**src/rtl/sfp_pkg.sv**
```systemverilog
// shared constants and carrier types for the flagged fifo bank
package sfp_pkg;
  // word width of every stored and read word
  localparam int SFP_DATA_W = 9;
  // buffer depth in words
  localparam int SFP_DEPTH = 8;
  // default almost-empty and almost-full offsets after reset
  localparam int SFP_AE_OFF_RST = 7;
  localparam int SFP_AF_OFF_RST = 7;
  // pin level at reset that selects dual write enable mode
  localparam logic SFP_MODE_DUAL = 1'b1;
  // offset pointer codes: which offset the next load or readback touches
  localparam logic SFP_SEL_AE = 1'b0;
  localparam logic SFP_SEL_AF = 1'b1;

  // programmed flag offsets, kept together
  typedef struct packed {
    logic [3:0] ae;
    logic [3:0] af;
  } sfp_offsets_t;

  // status flags, all active low as on the pins
  typedef struct packed {
    logic empty_n;
    logic almost_empty_n;
    logic full_n;
    logic almost_full_n;
  } sfp_flags_t;
endpackage

```
**src/rtl/sfp_top.sv**
```systemverilog
// flagged synchronous fifo bank: storage module and port/flag logic
`timescale 1ns/1ps

// storage fifo with valid/ready on both sides
module sfp_fifo
  import sfp_pkg::*;
#(
  parameter int W = SFP_DATA_W,
  parameter int D = SFP_DEPTH,
  parameter int CW = $clog2(D + 1)
)
(
  // clock, reset, enable
  input wire logic clk,
  input wire logic rst_n,
  input wire logic ce,
  // filling side
  input wire logic in_valid,
  output logic in_ready,
  input wire logic [W-1:0] in_data,
  // draining side
  output logic out_valid,
  input wire logic out_ready,
  output logic [W-1:0] out_data,
  // fill level
  output logic [CW-1:0] level
);
  localparam int AW = (D > 1) ? $clog2(D) : 1;
  localparam logic [AW-1:0] LAST_C = AW'(D - 1);
  localparam logic [CW-1:0] DEPTH_C = CW'(D);
  localparam logic [AW-1:0] PTR_ONE = AW'(1);
  localparam logic [CW-1:0] CNT_ONE = CW'(1);

  logic [W-1:0] mem_reg [D];  // word storage, flip-flops
  logic [AW-1:0] wr_ptr_reg;  // next location to write
  logic [AW-1:0] rd_ptr_reg;  // location of the head word
  logic [CW-1:0] count_reg;  // words held
  wire push = in_valid && in_ready && ce;  // accepted write
  wire pop = out_valid && out_ready && ce;  // accepted read
  wire [AW-1:0] wr_ptr_next = (wr_ptr_reg == LAST_C) ? '0 : wr_ptr_reg + PTR_ONE;
  wire [AW-1:0] rd_ptr_next = (rd_ptr_reg == LAST_C) ? '0 : rd_ptr_reg + PTR_ONE;

  // full refuses, so a stalled drain really backs up the source
  assign in_ready = (count_reg != DEPTH_C);
  assign out_valid = (count_reg != '0);
  assign out_data = mem_reg[rd_ptr_reg];
  assign level = count_reg;

  // one storage word per entry, written only when the pointer points at it
  genvar gi;
  generate
    for (gi = 0; gi < D; gi++)
    begin : g_word
      always_ff @(posedge clk or negedge rst_n)
      begin
        if (!rst_n)
          mem_reg[gi] <= '0;
        else if (push && (wr_ptr_reg == AW'(gi)))
          mem_reg[gi] <= in_data;
      end
    end
  endgenerate

  // pointers and count; reset returns both pointers to the first location
  always_ff @(posedge clk or negedge rst_n)
  begin
    if (!rst_n)
    begin
      wr_ptr_reg <= '0;
      rd_ptr_reg <= '0;
      count_reg <= '0;
    end
    else
    begin
      if (push)
        wr_ptr_reg <= wr_ptr_next;
      if (pop)
        rd_ptr_reg <= rd_ptr_next;
      if (push && !pop)
        count_reg <= count_reg + CNT_ONE;
      else if (pop && !push)
        count_reg <= count_reg - CNT_ONE;
    end
  end
endmodule

module sfp_top
  import sfp_pkg::*;
#(
  parameter int DATA_W = SFP_DATA_W,
  parameter int DEPTH = SFP_DEPTH
)
(
  // clock, reset, enable
  input wire logic clk,
  input wire logic rst_n,
  input wire logic ce,
  // write port
  input wire logic [DATA_W-1:0] write_data_in,
  input wire logic primary_write_gate_n,
  input wire logic second_wr_en_or_offset_load,
  // read port
  input wire logic read_gate_one_n,
  input wire logic read_gate_two_n,
  input wire logic output_drive_n,
  output logic [DATA_W-1:0] read_data_out,
  output logic read_data_oe_n,
  // flags
  output logic empty_flag_n,
  output logic almost_empty_flag_n,
  output logic full_flag_n,
  output logic almost_full_flag_n,
  // configuration status
  output logic dual_enable_mode
);
  localparam int CW = $clog2(DEPTH + 1);
  localparam logic [CW-1:0] DEPTH_C = CW'(DEPTH);
  localparam logic [3:0] AE_RST_C = 4'(SFP_AE_OFF_RST);
  localparam logic [3:0] AF_RST_C = 4'(SFP_AF_OFF_RST);

  logic mode_reg;  // 1: dual write enable, 0: programmable flags
  logic mode_done_reg;  // pin level caught
  sfp_offsets_t off_reg;  // programmed offsets
  logic off_wsel_reg;  // next offset to load
  logic off_rsel_reg;  // next offset to read back
  logic [DATA_W-1:0] rdata_reg;  // registered output word
  logic fifo_ready;  // space available
  logic fifo_valid;  // word available
  logic [DATA_W-1:0] fifo_head;  // head word
  logic [CW-1:0] level;  // fill level
  sfp_flags_t flags;  // flag bundle

  // decode of the dual-function pin and the gates
  wire offset_access_n = second_wr_en_or_offset_load;
  wire secondary_write_gate = second_wr_en_or_offset_load;
  wire offset_mode = mode_done_reg && (mode_reg != SFP_MODE_DUAL) && !offset_access_n;
  wire read_req = !read_gate_one_n && !read_gate_two_n;
  wire dual_push = !primary_write_gate_n && secondary_write_gate;
  wire flag_push = !primary_write_gate_n && offset_access_n;
  wire push_req = mode_done_reg && ((mode_reg == SFP_MODE_DUAL) ? dual_push : flag_push);
  wire off_wr = offset_mode && !primary_write_gate_n && ce;
  wire off_rd = offset_mode && read_req && ce;
  wire pop_req = mode_done_reg && read_req && !offset_mode;
  wire pop = pop_req && fifo_valid && ce;
  wire [3:0] off_load_val = write_data_in[3:0];
  wire [3:0] off_rd_val = (off_rsel_reg == SFP_SEL_AE) ? off_reg.ae : off_reg.af;
  wire [CW-1:0] ae_lvl = CW'(off_reg.ae);
  wire [CW-1:0] af_lvl = DEPTH_C - CW'(off_reg.af);

  // storage; a full fifo refuses the push and keeps its contents
  sfp_fifo #(.W(DATA_W), .D(DEPTH), .CW(CW)) u_fifo (
    .clk(clk),
    .rst_n(rst_n),
    .ce(ce),
    .in_valid(push_req),
    .in_ready(fifo_ready),
    .in_data(write_data_in),
    .out_valid(fifo_valid),
    .out_ready(pop_req),
    .out_data(fifo_head),
    .level(level)
  );

  // flags from the registered level; one clock, so both ports update on it
  assign flags.empty_n = (level != '0);
  assign flags.almost_empty_n = (level > ae_lvl);
  assign flags.full_n = fifo_ready;
  assign flags.almost_full_n = (level < af_lvl);
  assign empty_flag_n = flags.empty_n;
  assign almost_empty_flag_n = flags.almost_empty_n;
  assign full_flag_n = flags.full_n;
  assign almost_full_flag_n = flags.almost_full_n;
  assign read_data_out = rdata_reg;
  assign read_data_oe_n = output_drive_n;
  assign dual_enable_mode = mode_reg;

  // mode strap: async reset may only load a constant, so catch at release
  always_ff @(posedge clk or negedge rst_n)
  begin
    if (!rst_n)
    begin
      mode_reg <= SFP_MODE_DUAL;
      mode_done_reg <= 1'b0;
    end
    else if (ce && !mode_done_reg)
    begin
      mode_reg <= second_wr_en_or_offset_load;
      mode_done_reg <= 1'b1;
    end
  end

  // offset loads alternate almost-empty then almost-full
  always_ff @(posedge clk or negedge rst_n)
  begin
    if (!rst_n)
    begin
      off_reg <= '{ae: AE_RST_C, af: AF_RST_C};
      off_wsel_reg <= SFP_SEL_AE;
    end
    else if (off_wr)
    begin
      if (off_wsel_reg == SFP_SEL_AE)
        off_reg.ae <= off_load_val;
      else
        off_reg.af <= off_load_val;
      off_wsel_reg <= ~off_wsel_reg;
    end
  end

  // output word: next fifo word on a read, or offset readback
  always_ff @(posedge clk or negedge rst_n)
  begin
    if (!rst_n)
    begin
      rdata_reg <= '0;
      off_rsel_reg <= SFP_SEL_AE;
    end
    else if (off_rd)
    begin
      rdata_reg <= DATA_W'(off_rd_val);
      off_rsel_reg <= ~off_rsel_reg;
    end
    else if (pop)
      rdata_reg <= fifo_head;
  end

  // checks
  property p_full_blocks;
    @(posedge clk) disable iff (!rst_n)
    (!full_flag_n && !read_req) |=> !full_flag_n && $stable(level);
  endproperty
  a_full_blocks: assert property (p_full_blocks) else $error("write taken while full");

  property p_empty_blocks;
    @(posedge clk) disable iff (!rst_n)
    // offset readback may change the output word while empty, so leave it out
    (!empty_flag_n && !push_req && !off_rd) |=> $stable(rdata_reg) && !empty_flag_n;
  endproperty
  a_empty_blocks: assert property (p_empty_blocks) else $error("read taken while empty");

  property p_read_word;
    @(posedge clk) disable iff (!rst_n)
    (ce && pop_req && empty_flag_n) |=> read_data_out == $past(fifo_head);
  endproperty
  a_read_word: assert property (p_read_word) else $error("read word wrong");

  property p_dual_write;
    @(posedge clk) disable iff (!rst_n)
    (ce && mode_done_reg && mode_reg && full_flag_n && !read_req
      && !(dual_push)) |=> $stable(level);
  endproperty
  a_dual_write: assert property (p_dual_write) else $error("write without both gates");

  property p_flag_write;
    @(posedge clk) disable iff (!rst_n)
    (ce && mode_done_reg && !mode_reg && flag_push && full_flag_n && !read_req)
      |=> level == $past(level) + CW'(1);
  endproperty
  a_flag_write: assert property (p_flag_write) else $error("gate one write lost");

  property p_empty_flag;
    @(posedge clk) disable iff (!rst_n)
    empty_flag_n == (level != '0);
  endproperty
  a_empty_flag: assert property (p_empty_flag) else $error("empty flag wrong");

  property p_ae_flag;
    @(posedge clk) disable iff (!rst_n)
    almost_empty_flag_n == (level > CW'(off_reg.ae));
  endproperty
  a_ae_flag: assert property (p_ae_flag) else $error("almost-empty flag wrong");

  property p_af_flag;
    @(posedge clk) disable iff (!rst_n)
    almost_full_flag_n == (level < (DEPTH_C - CW'(off_reg.af)));
  endproperty
  a_af_flag: assert property (p_af_flag) else $error("almost-full flag wrong");

  property p_full_flag;
    @(posedge clk) disable iff (!rst_n)
    full_flag_n == (level != DEPTH_C);
  endproperty
  a_full_flag: assert property (p_full_flag) else $error("full flag wrong");

  property p_oe;
    @(posedge clk) disable iff (!rst_n)
    read_data_oe_n == output_drive_n;
  endproperty
  a_oe: assert property (p_oe) else $error("output enable wrong");

  property p_mode_hold;
    @(posedge clk) disable iff (!rst_n)
    mode_done_reg |=> mode_done_reg && $stable(mode_reg);
  endproperty
  a_mode_hold: assert property (p_mode_hold) else $error("mode changed after reset");

  property p_off_hold;
    @(posedge clk) disable iff (!rst_n)
    !off_wr |=> $stable(off_reg);
  endproperty
  a_off_hold: assert property (p_off_hold) else $error("offset changed unloaded");
endmodule

```
**config.mk**
```make
export PLATFORM = sky130hd
export DESIGN_NAME = sfp_top
export DESIGN_NICKNAME = d
export VERILOG_FILES = /design/src/rtl/sfp_pkg.sv /design/src/rtl/sfp_top.sv
export SDC_FILE = /design/constraint.sdc
export NUM_CORES = 1
export LEC_CHECK = 0
export ABC_AREA = 1
export CELL_PAD_IN_SITES_DETAIL_PLACEMENT = 0
export CELL_PAD_IN_SITES_GLOBAL_PLACEMENT = 1
export CORE_ASPECT_RATIO = 1.5
export CORE_MARGIN = 1.5
export CORE_UTILIZATION = 43
export DETAILED_ROUTE_END_ITERATION = 10
export DONT_BUFFER_PORTS = 1
export GPL_ROUTABILITY_DRIVEN = 0
export PLACE_DENSITY_LB_ADDON = 0.3
export SETUP_SLACK_MARGIN = 0.15
export SLEW_MARGIN = 10
export SYNTH_ARGS = -nofsm -noshare
export SYNTH_HDL_FRONTEND = slang
export SYNTH_SLANG_ARGS = --single-unit
```
**constraint.sdc**
```tcl
create_clock -name clk -period 2.1 [get_ports clk]
set_input_delay 0.105 -clock clk [delete_from_list [all_inputs] [get_ports clk]]
set_output_delay 0.105 -clock clk [all_outputs]
set_load 0.01 [all_outputs]
```
==> metrics.cfg <==
[drt]
routed_via_density = 5.08
drtIter0Drc = 225
num_vias = 4313
wl_per_cell_um = 16.4
ant_nets = 0
drc = 0
dr.pass1.iters = 6
postRouteWirelength_mm = 13.9

[clock_network]
clock_tree.buffer_depth = 2
htreeDepth = 3
ctsHoldBuffers = 11
clkTransAtPathRegs_ns = 0.07
clkSinkCount = 103
clk_latency_ns = 0.35
cts_buffers = 9
root_buffer = clkbuf_16
tritoncts = built

[floorplanning]
rows = 50
io_pins = 32
die-area_mm2 = 0.0133
chipWidth_um = 94.6
initial_utilization_pct = 43.7
dieHeight_um = 140
core_mm2 = 0.0124

[synthesis]
synth.avg_cell_area_um2 = 7.96
yosysUniqueCellTypes = 36
synthesis.nets = 717
synth_cells = 680
synth.cell_area_mm2 = 0.00541
yosys_warnings = 0
ys_seq_elements = 103
synth.yosys.seq_area_share_pct = 47.8

[placed_design]
port_buffers = 0
hpwlAfterDp_mm = 9.40

[finish]
fill_cells = 1226
fin_nets = 725
antenna_cells = 0
layout_commonest_cell = nand2_1
layout_common_cells = nand2_1 (209), dfrtp_1 (93), nand3_1 (81), inv_1 (73), o21ai_0 (58)
drive_gt1_share_pct = 12.3
largest_reg_flops = 72
area_growth_pct = 13.3

[global_routing]
grt_usage_pct = 22.6
grt_pass1_wl_mm = 22.6
grt_pass1_vias = 4330
grt_antenna_before_repair = 0
grt_max_degree = 104
grt_overflow_total = 0

[timing]
post-route-period-util_pct = 91.7
report.final.slew_viol_count = 0
hold_viol_final = 103
setup_viol = 0
rsz0062_at_grt = yes
slew_headroom_pct = 57.8
min_period_ns = 1.92
timing.clock.skew_ns = 0.0131
worst_pin_slew_ns = 0.630
hold_ws_ns = -0.556
setup_tns_ns = 0
max_freq_ghz = 0.520

[setup_path]
r2r-end = u_fifo.level[2]
cp-end-kind = output port
r2r-start = mode_done_reg
arrival_ns = 1.82
slowest_stage = dfstp_2
critical_path.max_stage_delay_ns = 0.55
r2r_slack_ns = 0.22
crit_chain = inv_2, ha_4, xor2_1, ha_1, a21o_1, a31oi_4
reg2regPathDepth = 9
startpoint_type = flip-flop
crit_type = reg2out
crit_required_ns = 2.00
cp_max_fo = 3

[power]
peakVddDrop_v = 0.000529
p_per_area_mw_per_mm2 = 1430
leakage_uw = 0.00305

[flow_run]
drv_cap = 0

[outcome]
status = finished, violations left
violations = negative hold slack

[min_path]
min_path_type = in2async

==> worst max-delay path: cells and delay by family (launching register included) <==
| kind | cells | cell delay [ns] |
|---|---|---|
| compound gates | 2 | 0.38 |
| fa+ha+maj | 2 | 0.33 |
| flops | 1 | 0.55 |
| buf+inv | 1 | 0.07 |
| xor+xnor | 1 | 0.15 |
==> metal layers <==
layer	part of all wire, %	global-route usage [%]	wire (µm)	vias to the layer above
met1	39	26.2	5390	2031
met4	3.8	11.9	525	0
met2	53	39.3	7340	96
met3	4.6	3.47	641	26
met5	0	0	0	-
li1	-	-	-	2160
==> stage by stage <==
stage          utilization (%)  instances  instance area, µm²  setup WS [ns]  total power, µW
3_5_place_dp              44.8        813                5550          0.214             6640
2_1_floorplan                -        680                5470         0.0161             5720
3_3_place_gp              44.8        813                5550          0.269             6500
4_1_cts                   48.9        842                6060          0.139             8750
5_1_grt                   49.5        849                6130         0.0988             9510
6_report                  49.5        849                6130          0.175             8770
==> synthesized netlist by cell type (all sizes together) <==
cell type | count | area, µm²
dfrtp | 96 | 2400
nor2 | 44 | 211
nor3 | 1 | 16.3
nand3 | 84 | 425
a31oi | 2 | 12.5
buf | 29 | 181
o21ai | 70 | 377
xnor2 | 4 | 35.0
clkinv | 1 | 3.75
o211ai | 5 | 37.5
inv | 79 | 302
a32oi | 1 | 8.76
clkbuf | 6 | 23.8
nand2 | 218 | 848
nand4 | 1 | 6.26
fa | 1 | 20.0
ha | 19 | 238
xor2 | 3 | 26.3
nand3b | 1 | 11.3
a21oi | 7 | 35.0
a21o | 1 | 7.51
dfstp | 7 | 184
==> cell type report <==
cell class	instances	area, µm²	area share [%]
Sequential cell	103	2590	42.2
Multi-Input combinational cell	462	2440	39.8
Inverter	80	313	5.10
Timing Repair Buffer	32	268	4.37
Clock buffer	13	260	4.24
Tap cell	156	195	3.18
Clock inverter	3	67.6	1.10
==> worst max-delay path by stage <==
stage,endpoint,from,cells past startpoint
final,almost_full_flag_n,off_reg[1],6
after detailed placement,u_fifo.level[2],u_fifo.level[0],8
after floorplan,u_fifo.level[3],u_fifo.level[0],14
after CTS,almost_full_flag_n,off_reg[1],7
after global routing,almost_full_flag_n,off_reg[1],6
after global placement,u_fifo.level[3],dual_enable_mode,11
==> timing repair <==
item	4_1_cts	5_1_grt
hold endpoints to repair	186	103
gates resized for setup	11	5
setup buffers	2	7
endpoints found under the setup margin	1	3
cloned	0	0
pin swaps	6	1
==> report_power, final <==
| part | internal (µW) | switching [µW] | total, µW |
|---|---|---|---|
| sequential | 2850 | 537 | 3390 |
| clock | 1110 | 728 | 1840 |
| combinational | 1390 | 2150 | 3540 |
==> logic make-up after synthesis <==
group | count (synthesis) | share of synthesized area, %
adders and majority gates | 20 | 4.76
and+or+nand+nor | 349 | 28.1
AOI/OAI and AO/OA | 86 | 8.83
DFF | 103 | 47.8
xor gates and xnor gates | 7 | 1.13
buffers and inverters | 115 | 9.43
Power figures use the tool's default switching activity.
